<file path="config.mk">
export PLATFORM = sky130hd
export DESIGN_NAME = gate_drive_ctrl
export DESIGN_NICKNAME = d
export VERILOG_FILES = /design/src/gate_drive_pkg.sv /design/src/phase_if.sv /design/src/gate_drive_ctrl.sv /design/src/phase_gen.sv
export VERILOG_INCLUDE_DIRS = /design/src
export SDC_FILE = /design/constraint.sdc
export NUM_CORES = 1
export LEC_CHECK = 0
export BUFFER_PORTS_ARGS = -buffer_cell sky130_fd_sc_hd__buf_2
export CORE_MARGIN = 2
export CORE_UTILIZATION = 60
export DETAILED_ROUTE_END_ITERATION = 6
export PLACE_DENSITY = 0.8
export SLEW_MARGIN = 10
export SYNTH_ARGS = -nofsm -noshare
export SYNTH_HDL_FRONTEND = slang
export SYNTH_HIERARCHICAL = 1
export SYNTH_SLANG_ARGS = --single-unit
</file>
<file path="constraint.sdc">
create_clock -name CLK_IN -period 3.27 [get_ports CLK_IN]
set_input_delay 0.1635 -clock CLK_IN [delete_from_list [all_inputs] [get_ports CLK_IN]]
set_output_delay 0.1635 -clock CLK_IN [all_outputs]
set_load 0.02 [all_outputs]
</file>
<file path="src/gate_drive_defines.svh">
// Purpose: Timing constants for the three-phase gate drive controller
// Assumes: 50 MHz system clock, 20 ns period
// Notes:   Times kept in ns; cycle counts derived from them
`ifndef GATE_DRIVE_DEFINES_SVH
`define GATE_DRIVE_DEFINES_SVH

`define CLK_PERIOD_NS      20
// Least times round up, longest times round down
`define DEAD_TIME_NS       1500
`define DEAD_CYC           ((`DEAD_TIME_NS + `CLK_PERIOD_NS - 1) / `CLK_PERIOD_NS)
`define MIN_PULSE_NS       500
`define MIN_PULSE_CYC      ((`MIN_PULSE_NS + `CLK_PERIOD_NS - 1) / `CLK_PERIOD_NS)
`define MIN_CARRIER_NS     50000
`define MIN_CARRIER_CYC    ((`MIN_CARRIER_NS + `CLK_PERIOD_NS - 1) / `CLK_PERIOD_NS)
`define HOLD_WORST_NS      15000
`define HOLD_WORST_CYC     (`HOLD_WORST_NS / `CLK_PERIOD_NS)
`define SHDN_MIN_NS        3000
`define SHDN_MIN_CYC       ((`SHDN_MIN_NS + `CLK_PERIOD_NS - 1) / `CLK_PERIOD_NS)
`define CNT_W              12
`define DUTY_W             12
`define NUM_PHASES         3

`endif

</file>
<file path="src/gate_drive_pkg.sv">
// Purpose: Shared types for the gate drive controller
// Assumes: Nothing beyond the defines header
// Notes:   Phase state walks off, dead, high on, dead, low on, dead
package gate_drive_pkg;
	typedef enum logic [2:0] {
		PH_OFF,
		PH_HIGH,
		PH_DEAD_HL,
		PH_LOW,
		PH_DEAD_LH
	} phase_state_e;
endpackage

</file>
<file path="src/phase_if.sv">
// Purpose: Links the top controller with one phase generator
// Assumes: Same clock domain on both sides
// Notes:   Top drives controls, phase returns pin levels
`include "gate_drive_defines.svh"
interface phase_if;
	logic                   enable;
	logic [`DUTY_W-1:0]     duty;
	logic                   tick;
	logic                   high_cmd;
	logic                   low_cmd;
	modport ctrl  (output enable, output duty, output tick, input high_cmd, input low_cmd);
	modport phase (input enable, input duty, input tick, output high_cmd, output low_cmd);
endinterface

</file>
<file path="src/gate_drive_ctrl.sv">
// Purpose: Drives three half bridge command pairs and watches the fault line
// Assumes: Fault line has external pull-up; inputs synchronous to CLK_IN
// Notes:   Fault line is open drain: output enable low means driving low
`include "gate_drive_defines.svh"
// Summary of operation
// Separate high and low command per phase
// Commands active high, low from reset
// Insert dead time between phase commands
// Every command pulse at least minimum width; a drop of enable_all cuts a pulse short
// Carrier frequency at most twenty kilohertz
// Command outputs always actively driven
// Fault line read and driven both
// Only pull fault line low, never drive
// Device pulls line low on protections
// Device holds switches off while low
// Device releases line when healthy
// Device holds line low after overcurrent
// Drop all commands within worst hold time
// Controller may force shutdown via line
// Shutdown low and high at least 3 us
// Device resumes switching after hold
// Device gates high side on floating undervoltage
// Synchronise fault line, latch sticky fault
// Never assert both commands of a phase
module gate_drive_ctrl #(
	parameter int unsigned PERIOD_CYC = `MIN_CARRIER_CYC
) (
	input  wire logic                    CLK_IN,
	input  wire logic                    RST_N_IN,
	input  wire logic                    RUN_IN,
	input  wire logic [3*`DUTY_W-1:0]    DUTY_IN,
	input  wire logic                    SHUTDOWN_REQ_IN,
	input  wire logic                    FAULT_CLEAR_IN,
	input  wire logic                    FAULT_LINE_IN,
	output logic      [2:0]              HIGH_CMD_OUT,
	output logic      [2:0]              LOW_CMD_OUT,
	output logic                         FAULT_LINE_OUT,
	output logic                         FAULT_LINE_OE_N_OUT,
	output logic                         FAULT_STICKY_OUT,
	output logic                         RUNNING_OUT
);
	logic                rst_meta_q;
	logic                rst_n_q;
	logic                fault_meta_q;
	logic                fault_sync_q;
	logic                sticky_q;
	logic                sticky_d;
	logic [`CNT_W-1:0]   car_cnt_q;
	logic [`CNT_W-1:0]   car_cnt_d;
	logic                tick;
	logic                shdn_q;
	logic                shdn_d;
	logic [`CNT_W-1:0]   shdn_cnt_q;
	logic                shdn_min_met;
	logic                enable_all;
	logic [2:0]          high_w;
	logic [2:0]          low_w;
	logic [`CNT_W-1:0]   low_seen_q;
	logic                oe_prev_q;
	logic [`CNT_W-1:0]   oe_len_q;

	function automatic logic [`DUTY_W-1:0] duty_of(input logic [3*`DUTY_W-1:0] v,
		input int unsigned i);
		duty_of = v[i*`DUTY_W +: `DUTY_W];
	endfunction

	// Reset release through two flops
	always_ff @(posedge CLK_IN or negedge RST_N_IN) begin
		if (!RST_N_IN) begin
			rst_meta_q <= 1'b0;
			rst_n_q    <= 1'b0;
		end else begin
			rst_meta_q <= 1'b1;
			rst_n_q    <= rst_meta_q;
		end
	end

	// Fault line sampled through two flops
	always_ff @(posedge CLK_IN or negedge rst_n_q) begin
		if (!rst_n_q) begin
			fault_meta_q <= 1'b1;
			fault_sync_q <= 1'b1;
		end else begin
			fault_meta_q <= FAULT_LINE_IN;
			fault_sync_q <= fault_meta_q;
		end
	end

	// Sticky fault: set wins over clear
	assign sticky_d = !fault_sync_q || (sticky_q && !FAULT_CLEAR_IN);
	always_ff @(posedge CLK_IN or negedge rst_n_q) begin
		if (!rst_n_q) begin
			sticky_q <= 1'b0;
		end else begin
			sticky_q <= sticky_d;
		end
	end

	// Carrier period counter, PERIOD_CYC cycles, at the frequency limit by default
	assign tick      = (car_cnt_q == `CNT_W'(PERIOD_CYC - 1));
	assign car_cnt_d = tick ? '0 : car_cnt_q + `CNT_W'(1);
	always_ff @(posedge CLK_IN or negedge rst_n_q) begin
		if (!rst_n_q) begin
			car_cnt_q <= '0;
		end else begin
			car_cnt_q <= car_cnt_d;
		end
	end

	// Forced shutdown: hold low and high each for minimum width
	assign shdn_min_met = shdn_cnt_q >= `CNT_W'(`SHDN_MIN_CYC - 1);
	assign shdn_d       = shdn_min_met ? SHUTDOWN_REQ_IN : shdn_q;
	always_ff @(posedge CLK_IN or negedge rst_n_q) begin
		if (!rst_n_q) begin
			shdn_q     <= 1'b0;
			shdn_cnt_q <= `CNT_W'(`SHDN_MIN_CYC);
		end else begin
			shdn_q     <= shdn_d;
			shdn_cnt_q <= (shdn_d != shdn_q) ? '0 :
				(shdn_min_met ? shdn_cnt_q : shdn_cnt_q + `CNT_W'(1));
		end
	end

	// Commands stop as soon as a fault is seen or forced
	assign enable_all = RUN_IN && !sticky_d && fault_sync_q && !shdn_q;

	for (genvar p = 0; p < `NUM_PHASES; p++) begin : g_phase
		phase_if pif ();
		assign pif.enable = enable_all;
		assign pif.duty   = duty_of(DUTY_IN, p);
		assign pif.tick   = tick;
		assign high_w[p]  = pif.high_cmd;
		assign low_w[p]   = pif.low_cmd;
		phase_gen i_phase_gen (
			.clk   (CLK_IN),
			.rst_n (rst_n_q),
			.pif   (pif.phase)
		);
	end

	// Outputs straight from flops, always driven
	always_ff @(posedge CLK_IN or negedge rst_n_q) begin
		if (!rst_n_q) begin
			HIGH_CMD_OUT        <= 3'h0;
			LOW_CMD_OUT         <= 3'h0;
			FAULT_LINE_OUT      <= 1'b0;
			FAULT_LINE_OE_N_OUT <= 1'b1;
			FAULT_STICKY_OUT    <= 1'b0;
			RUNNING_OUT         <= 1'b0;
		end else begin
			HIGH_CMD_OUT        <= high_w & {3{enable_all}};
			LOW_CMD_OUT         <= low_w & {3{enable_all}};
			FAULT_LINE_OUT      <= 1'b0;
			FAULT_LINE_OE_N_OUT <= !shdn_d;
			FAULT_STICKY_OUT    <= sticky_d;
			RUNNING_OUT         <= enable_all;
		end
	end

	// Helper: cycles since the synchronised fault went low
	always_ff @(posedge CLK_IN or negedge rst_n_q) begin
		if (!rst_n_q) begin
			low_seen_q <= '0;
		end else if (fault_sync_q) begin
			low_seen_q <= '0;
		end else if (low_seen_q != {`CNT_W{1'b1}}) begin
			low_seen_q <= low_seen_q + `CNT_W'(1);
		end
	end

	chk_fault_cmds_low: assert property (
		@(posedge CLK_IN) disable iff (!rst_n_q)
		$fell(fault_sync_q) |-> ##[1:2] (HIGH_CMD_OUT == 3'h0 && LOW_CMD_OUT == 3'h0))
		else $error("Commands not dropped after fault");
	chk_hold_bound: assert property (
		@(posedge CLK_IN) disable iff (!rst_n_q)
		(low_seen_q >= `CNT_W'(`HOLD_WORST_CYC - 4)) |-> (HIGH_CMD_OUT | LOW_CMD_OUT) == 3'h0)
		else $error("Commands still active late in hold time");
	chk_sticky_set: assert property (
		@(posedge CLK_IN) disable iff (!rst_n_q)
		!fault_sync_q |=> FAULT_STICKY_OUT)
		else $error("Sticky fault not latched");
	chk_sticky_hold: assert property (
		@(posedge CLK_IN) disable iff (!rst_n_q)
		(FAULT_STICKY_OUT && fault_sync_q && !FAULT_CLEAR_IN) |=> FAULT_STICKY_OUT)
		else $error("Sticky fault lost without clear");
	chk_line_drive_low: assert property (
		@(posedge CLK_IN) disable iff (!rst_n_q)
		!FAULT_LINE_OE_N_OUT |-> !FAULT_LINE_OUT)
		else $error("Fault line driven high");
	chk_shdn_width: assert property (
		@(posedge CLK_IN) disable iff (!rst_n_q)
		$fell(FAULT_LINE_OE_N_OUT) |-> !FAULT_LINE_OE_N_OUT [*8] ##0
		(!FAULT_LINE_OE_N_OUT [*8]))
		else $error("Forced shutdown pulse too short");
	chk_pair_exclusive: assert property (
		@(posedge CLK_IN) disable iff (!rst_n_q)
		(HIGH_CMD_OUT & LOW_CMD_OUT) == 3'h0)
		else $error("Phase pair both high");
	chk_shdn_blocks: assert property (
		@(posedge CLK_IN) disable iff (!rst_n_q)
		!FAULT_LINE_OE_N_OUT |=> (HIGH_CMD_OUT | LOW_CMD_OUT) == 3'h0)
		else $error("Commands active during forced shutdown");

	// Helper: cycles the line enable has kept its level
	always_ff @(posedge CLK_IN or negedge rst_n_q) begin
		if (!rst_n_q) begin
			oe_prev_q <= 1'b1;
			oe_len_q  <= `CNT_W'(`SHDN_MIN_CYC);
		end else begin
			oe_prev_q <= FAULT_LINE_OE_N_OUT;
			if (oe_prev_q != FAULT_LINE_OE_N_OUT) begin
				oe_len_q <= '0;
			end else if (oe_len_q != {`CNT_W{1'b1}}) begin
				oe_len_q <= oe_len_q + `CNT_W'(1);
			end
		end
	end

	chk_shdn_level_span: assert property (
		@(posedge CLK_IN) disable iff (!rst_n_q)
		(oe_prev_q != FAULT_LINE_OE_N_OUT) |-> oe_len_q >= `CNT_W'(`SHDN_MIN_CYC - 1))
		else $error("Line enable level shorter than minimum");
	chk_fault_stops_run: assert property (
		@(posedge CLK_IN) disable iff (!rst_n_q)
		!fault_sync_q |=> !RUNNING_OUT)
		else $error("Still running while fault line low");
endmodule

</file>
<file path="src/phase_gen.sv">
// Purpose: One phase of complementary PWM with dead time and pulse limits
// Assumes: Tick marks carrier period start
// Notes:   Both commands low in every state but PH_HIGH and PH_LOW
`include "gate_drive_defines.svh"
module phase_gen (
	input  wire logic   clk,
	input  wire logic   rst_n,
	phase_if.phase      pif
);
	gate_drive_pkg::phase_state_e state_q;
	gate_drive_pkg::phase_state_e state_d;
	logic [`CNT_W-1:0]            cnt_q;
	logic [`CNT_W-1:0]            cnt_d;
	logic [`CNT_W:0]              pos_next;
	logic                         want_high;
	logic                         timer_done;
	logic                         dead_done;
	logic                         dead_ok_q;

	// High demanded until duty cycles have passed in this state
	assign pos_next   = {1'b0, cnt_q} + {{`CNT_W{1'b0}}, 1'b1};
	assign want_high  = pif.enable && (pos_next < {1'b0, pif.duty});
	assign timer_done = cnt_q >= `CNT_W'(`MIN_PULSE_CYC - 1);
	assign dead_done  = cnt_q >= `CNT_W'(`DEAD_CYC - 1);

	always_comb begin
		state_d = state_q;
		cnt_d   = (cnt_q == {`CNT_W{1'b1}}) ? cnt_q : cnt_q + `CNT_W'(1);
		case (state_q)
			gate_drive_pkg::PH_OFF: begin
				if (pif.enable && pif.tick) begin
					state_d = gate_drive_pkg::PH_DEAD_LH;
					cnt_d   = '0;
				end
			end
			gate_drive_pkg::PH_HIGH: begin
				if (!pif.enable) begin
					state_d = gate_drive_pkg::PH_OFF;
				end else if (timer_done && !want_high) begin
					state_d = gate_drive_pkg::PH_DEAD_HL;
					cnt_d   = '0;
				end
			end
			gate_drive_pkg::PH_DEAD_HL: begin
				if (!pif.enable) begin
					state_d = gate_drive_pkg::PH_OFF;
				end else if (dead_done) begin
					state_d = gate_drive_pkg::PH_LOW;
					cnt_d   = '0;
				end
			end
			gate_drive_pkg::PH_LOW: begin
				if (!pif.enable) begin
					state_d = gate_drive_pkg::PH_OFF;
				end else if (timer_done && pif.tick) begin
					state_d = gate_drive_pkg::PH_DEAD_LH;
					cnt_d   = '0;
				end
			end
			gate_drive_pkg::PH_DEAD_LH: begin
				if (!pif.enable) begin
					state_d = gate_drive_pkg::PH_OFF;
				end else if (dead_done) begin
					state_d = gate_drive_pkg::PH_HIGH;
					cnt_d   = '0;
				end
			end
			default: begin
				state_d = gate_drive_pkg::PH_OFF;
			end
		endcase
	end

	always_ff @(posedge clk or negedge rst_n) begin
		if (!rst_n) begin
			state_q <= gate_drive_pkg::PH_OFF;
			cnt_q   <= '0;
		end else begin
			state_q <= state_d;
			cnt_q   <= cnt_d;
		end
	end

	// Commands registered, never both high
	always_ff @(posedge clk or negedge rst_n) begin
		if (!rst_n) begin
			pif.high_cmd <= 1'b0;
			pif.low_cmd  <= 1'b0;
		end else begin
			pif.high_cmd <= (state_d == gate_drive_pkg::PH_HIGH);
			pif.low_cmd  <= (state_d == gate_drive_pkg::PH_LOW);
		end
	end

	// Helper: low then high needs full dead gap
	always_ff @(posedge clk or negedge rst_n) begin
		if (!rst_n) begin
			dead_ok_q <= 1'b1;
		end else begin
			dead_ok_q <= !pif.low_cmd;
		end
	end

	chk_no_shoot_through: assert property (
		@(posedge clk) disable iff (!rst_n) !(pif.high_cmd && pif.low_cmd))
		else $error("Both commands of a phase high");
	chk_dead_gap_lh: assert property (
		@(posedge clk) disable iff (!rst_n)
		$fell(pif.low_cmd) |-> !pif.high_cmd [*8])
		else $error("High command within dead time after low");
	chk_dead_gap_hl: assert property (
		@(posedge clk) disable iff (!rst_n)
		$fell(pif.high_cmd) |-> !pif.low_cmd [*8])
		else $error("Low command within dead time after high");
	chk_high_pulse_min: assert property (
		@(posedge clk) disable iff (!rst_n)
		($rose(pif.high_cmd) && pif.enable) |-> (pif.high_cmd || !pif.enable) [*8])
		else $error("High pulse shorter than minimum");
endmodule

</file>
==> results.txt <==
----------------------------------------------------
[Timing]
  Summed negative setup slack over all endpoints ... 0 ps
  Worst setup slack after layout ... 213.6 ps
  Max Clock Skew ... ~12 ps
  Part of the cycle the worst path needs ... 0.9347
  # setup viols final ... 0
  Fmax ... between 300 and 400 MHz
  Min cycle time layout ... a little over 3000 ps
  WHS ... roughly 100 ps
  Least-Margin Pin Slew ... between 700 and 800 ps
  Count of final max-slew check failures ... 0
  Unrepaired setup endpoints after global routing ... false
  Final Hold Fails ... 0
  Max-slew headroom at the worst pin ... 0.4758

[Setup path]
  Cell type of the slowest stage on the worst timing path ... sky130_fd_sc_hd__dfrtp_1
  Critical path peak fanout ... 12
  Maximum cell stage delay along the critical path ... 440 ps
  Worst-path cell chain ... ha_1, and4_1, nand4_1, xor2_1, inv_1, ha_1, a41o_1, nand4_1, a211o_1, a311oi_2, buf_4, a211oi_1
  Source of the worst register-to-register timing path ... g_phase[0].i_phase_gen/cnt_q[0]$_DFF_PN0_
  Reg-to-reg setup timing slack ... around 210 ps
  Arrival time reported for the critical path endpoint ... approximately 3300 ps
  Number of cells on the worst reg-to-reg path ... 12
  Setup crit end kind ... register
  Endpoint required time on the critical path ... 3500 ps
  Critical path startpoint category ... register
  Reg2Reg Capture Point ... g_phase[0].i_phase_gen/cnt_q[5]$_DFF_PN0_
  Worst Path Class, Setup ... reg2reg

[Power and ir drop]
  Switching power summed over all nets ... 0.0006327 W
  Total power density per cell area ... 336.5 mW/mm²
  LEAKAGE ... approximately 3.2 nW
  Sw Share ... 0.2849
  Portion of total power attributed to combinational logic ... 0.131
  Fraction of power consumed by the clock network ... 0.323
  Post-layout total power ... approximately 0.0022 W
  Pint ... roughly 0.0016 W
  IR Drop Worst-Case VDD ... about 0.27 mV
  Portion of total power attributed to sequential cells ... 0.546

[CTS]
  Source-to-sink clock delay at the later pin of the worst-skew pair ... around 360 ps
  Post-CTS setup buffers ... 0
  Clock slew at reported path FFs ... ~90 ps
  Maximum level of the CTS H-tree ... 3
  Sink Count ... 89
  Max Root-Sink Buffers ... 2
  Clock root buffer ... sky130_fd_sc_hd__clkbuf_8
  Clock buffers created by TritonCTS ... 9
  TritonCTS clock tree ... built

[Run status]
  Status ... completed

[Floorplanning]
  Initial Utilization ... 0.6136
  Floorplan die width ... about 100 µm
  Chip Height ... between 100 and 150 µm
  Number of top-level pins ... 52
  Std-Cell Core Area ... roughly 0.01 mm²
  Num rows ... 36
  Die ar. ... about 0.011 mm²

[Logic synthesis]
  Yosys warning count ... 6
  Gate count after technology mapping ... 606
  Nets in the synthesized netlist ... between 600 and 700
  Post-Syn Area per Cell ... 9.851 µm²
  Share of synthesized cell area in and, or, nand and nor gates ... 0.1991
  Cell taking the most area after synthesis ... sky130_fd_sc_hd__dfrtp_1
  Area share of xor/xnor cells in the synthesized design ... 0.06602
  Share of flip-flops with an asynchronous set or reset ... 1.000
  Share of the synthesized area in the top cell type ... 0.3437
  Adder and majority cell fraction of the synthesized area ... 0.09013
  Proportion of synthesized area in mux cells ... 0.01362
  Biggest area contributors in the synthesized netlist ... sky130_fd_sc_hd__dfrtp_1, sky130_fd_sc_hd__ha_1, sky130_fd_sc_hd__xnor2_1
  Sequential cell area fraction in the yosys report ... 0.3746
  Post-synth EDFFs ... 0
  Top_reg_cell synth ... sky130_fd_sc_hd__dfrtp_1
  Mapped Area ... between 0.005 and 0.006 mm²
  Synth cell types ... 77
  Combinational family with the most area after synthesis ... simple AND/OR/NAND/NOR gates
  Register bit total from synthesis ... around 90
  Complex-gate fraction of the synthesized area ... 0.1857

[Detailed routing]
  DRT Wirelength ... 11850 µm
  Average detailed-routed wire length per instance ... about 15 µm
  Number of vias per cell ... 5.748
  Count of unresolved DRC violations after routing ... 0
  Drt initial violations ... 194
  Vias ... between 4000 and 5000
  Count of antenna-violating nets left after detailed routing ... 0
  First-pass iteration count of the detailed router ... 5

[Final layout]
  ANT cells ... 0
  Layout fillers ... 797
  Area taken by multi-input logic gates ... between 0.003 and 0.004 mm²
  Area occupied by registers ... 0.002241 mm²
  Filler-free cell count of the finished design ... 801
  Share of layout cells above drive strength 1 ... 0.2275
  Synth-to-layout area growth ... 10.54%
  Layout net count ... roughly 750

[GRT]
  Overall Global Routing Usage ... 0.2360
  Number of antenna violations at the first check in global routing ... 0
  Wire length of the first global-routing pass ... 21260 µm
  Largest net degree at the start of global routing ... 39
  Via count of the first global-routing pass ... 4680
  Final global-route overflow total ... 0

[Place]
  Routability congestion estimate from global placement ... around 0.84
  Number of buffer cells added on primary ports ... 50
  Detailed placement HPWL ... 8826 µm
  Placed cell count ... between 700 and 800
  Pre-CTS setup slack ... 129.7 ps

[Hold path]
  Hold Crit Class ... in2async

[Flow run]
  Count of maximum capacitance violations ... 0

----------------------------------------------------
[worst max-delay path, delay by kind of cell (launching register included)]
kind / cells / cell delay (ps)
flops: 1 / 440
fa+ha+maj: 2 / 530
simple gates: 3 / 560
buf+inv: 2 / 350
compound gates: 4 / 800
xor+xnor: 1 / 250
[through the flow]
stage / area, µm² / util
after global routing: 6599 / 0.6782
final: 6599 / 0.6782
after floorplan: 5969 / -
after CTS: 6566 / 0.6749
after detailed placement: 6342 / 0.6519
after global placement: 6342 / 0.6519
[worst max path at each step]
stage	from	to	slack (ps)	cells after the start
after floorplan	sticky_q$_DFF_PN0_	g_phase[0].i_phase_gen/cnt_q[2]$_DFF_PN0_	210	8
after global placement	g_phase[2].i_phase_gen/cnt_q[0]$_DFF_PN0_	g_phase[2].i_phase_gen/cnt_q[10]$_DFF_PN0_	200	11
after detailed placement	g_phase[2].i_phase_gen/cnt_q[0]$_DFF_PN0_	g_phase[2].i_phase_gen/cnt_q[0]$_DFF_PN0_	130	11
after CTS	g_phase[2].i_phase_gen/cnt_q[0]$_DFF_PN0_	g_phase[2].i_phase_gen/cnt_q[0]$_DFF_PN0_	100	11
after global routing	g_phase[0].i_phase_gen/cnt_q[0]$_DFF_PN0_	g_phase[0].i_phase_gen/cnt_q[5]$_DFF_PN0_	2	12
final	g_phase[0].i_phase_gen/cnt_q[0]$_DFF_PN0_	g_phase[0].i_phase_gen/cnt_q[5]$_DFF_PN0_	210	12
[repair_timing]
action / in CTS / in global routing
endpoints found under the setup margin: 0 / 35
gates resized for setup: 0 / 8
hold endpoints to repair: 5 / 0
hold buffers: 4 / 0
[Yosys cell counts, drive strengths merged, types with 8 or more instances]
cell,instances
buf,17
and3,15
a2111oi,8
o21ai,20
nor2b,10
a31oi,8
inv,68
nand2,30
nand4,18
nor2,28
a21oi,30
xnor2,32
xor2,13
a211oi,19
nor3,17
dfrtp,82
ha,43
and2,18
nand3,36
[per-layer routing]
layer	global-route usage	vias to the layer above	part of all wire
li1	-	2269	-
met1	0.3025	2228	0.44
met2	0.4158	97	0.51
met3	0.04531	10	0.035
met4	0.05309	0	0.0088
met5	0	-	0
[cell type report]
cell class	count	share of cell area
timing repair buffer	67	0.05935
sequential	89	0.3396
tap	133	0.02522
clock inverter	7	0.009101
multi-input combinational	428	0.5093
clock buffer	9	0.01877
inverter	68	0.03868
[registers in the layout, indices dropped and copies added (netlist names)]
register and count:
FAULT_LINE_OE_N_OUT 1, HIGH_CMD_OUT 3, LOW_CMD_OUT 3, RUNNING_OUT 1, car_cnt_q 12, fault_meta_q 1, fault_sync_q 1, g_phase.i_phase_gen/cnt_q 36
g_phase.i_phase_gen/pif.high_cmd 3, g_phase.i_phase_gen/pif.low_cmd 3, g_phase.i_phase_gen/state_q 9, rst_meta_q 1, rst_n_q 1, shdn_cnt_q 12, shdn_q 1, sticky_q 1
[cells in the final DEF (no fill, tap or decap), types with 9 or more instances in the layout]
cell,n
sky130_fd_sc_hd__inv_1,68
sky130_fd_sc_hd__ha_1,43
sky130_fd_sc_hd__nand4_1,18
sky130_fd_sc_hd__xnor2_1,32
sky130_fd_sc_hd__nor2_1,28
sky130_fd_sc_hd__buf_4,12
sky130_fd_sc_hd__o21ai_0,16
sky130_fd_sc_hd__clkbuf_8,9
sky130_fd_sc_hd__nor3_2,10
sky130_fd_sc_hd__nand2_1,29
sky130_fd_sc_hd__a21oi_1,20
sky130_fd_sc_hd__and2_1,17
sky130_fd_sc_hd__a21oi_2,10
sky130_fd_sc_hd__xor2_1,11
sky130_fd_sc_hd__buf_2,50
sky130_fd_sc_hd__nand3_1,36
sky130_fd_sc_hd__nor2b_1,10
sky130_fd_sc_hd__a211oi_2,12
sky130_fd_sc_hd__and3_1,13
sky130_fd_sc_hd__dfrtp_1,80
[cells by family after synthesis]
family / Yosys count
and+or+nand+nor: 201
AOI/OAI and AO/OA: 129
DFF: 89
buffers and inverters: 89
xor gates and xnor gates: 45
adders and majority gates: 43
muxes: 8
other: 2
[power groups by stage]
stage | clock, W | combinational (W) | sequential [W]
floorplan | 0 | 0.000205 | 0.00124
global placement | 0 | 0.000271 | 0.00123
detailed placement | 0 | 0.000289 | 0.00124
CTS | 0.000744 | 0.000294 | 0.00121
global route | 0.000792 | 0.000324 | 0.00123
finish | 0.000718 | 0.000290 | 0.00121
Note: power is estimated with default switching activity, not from simulation.
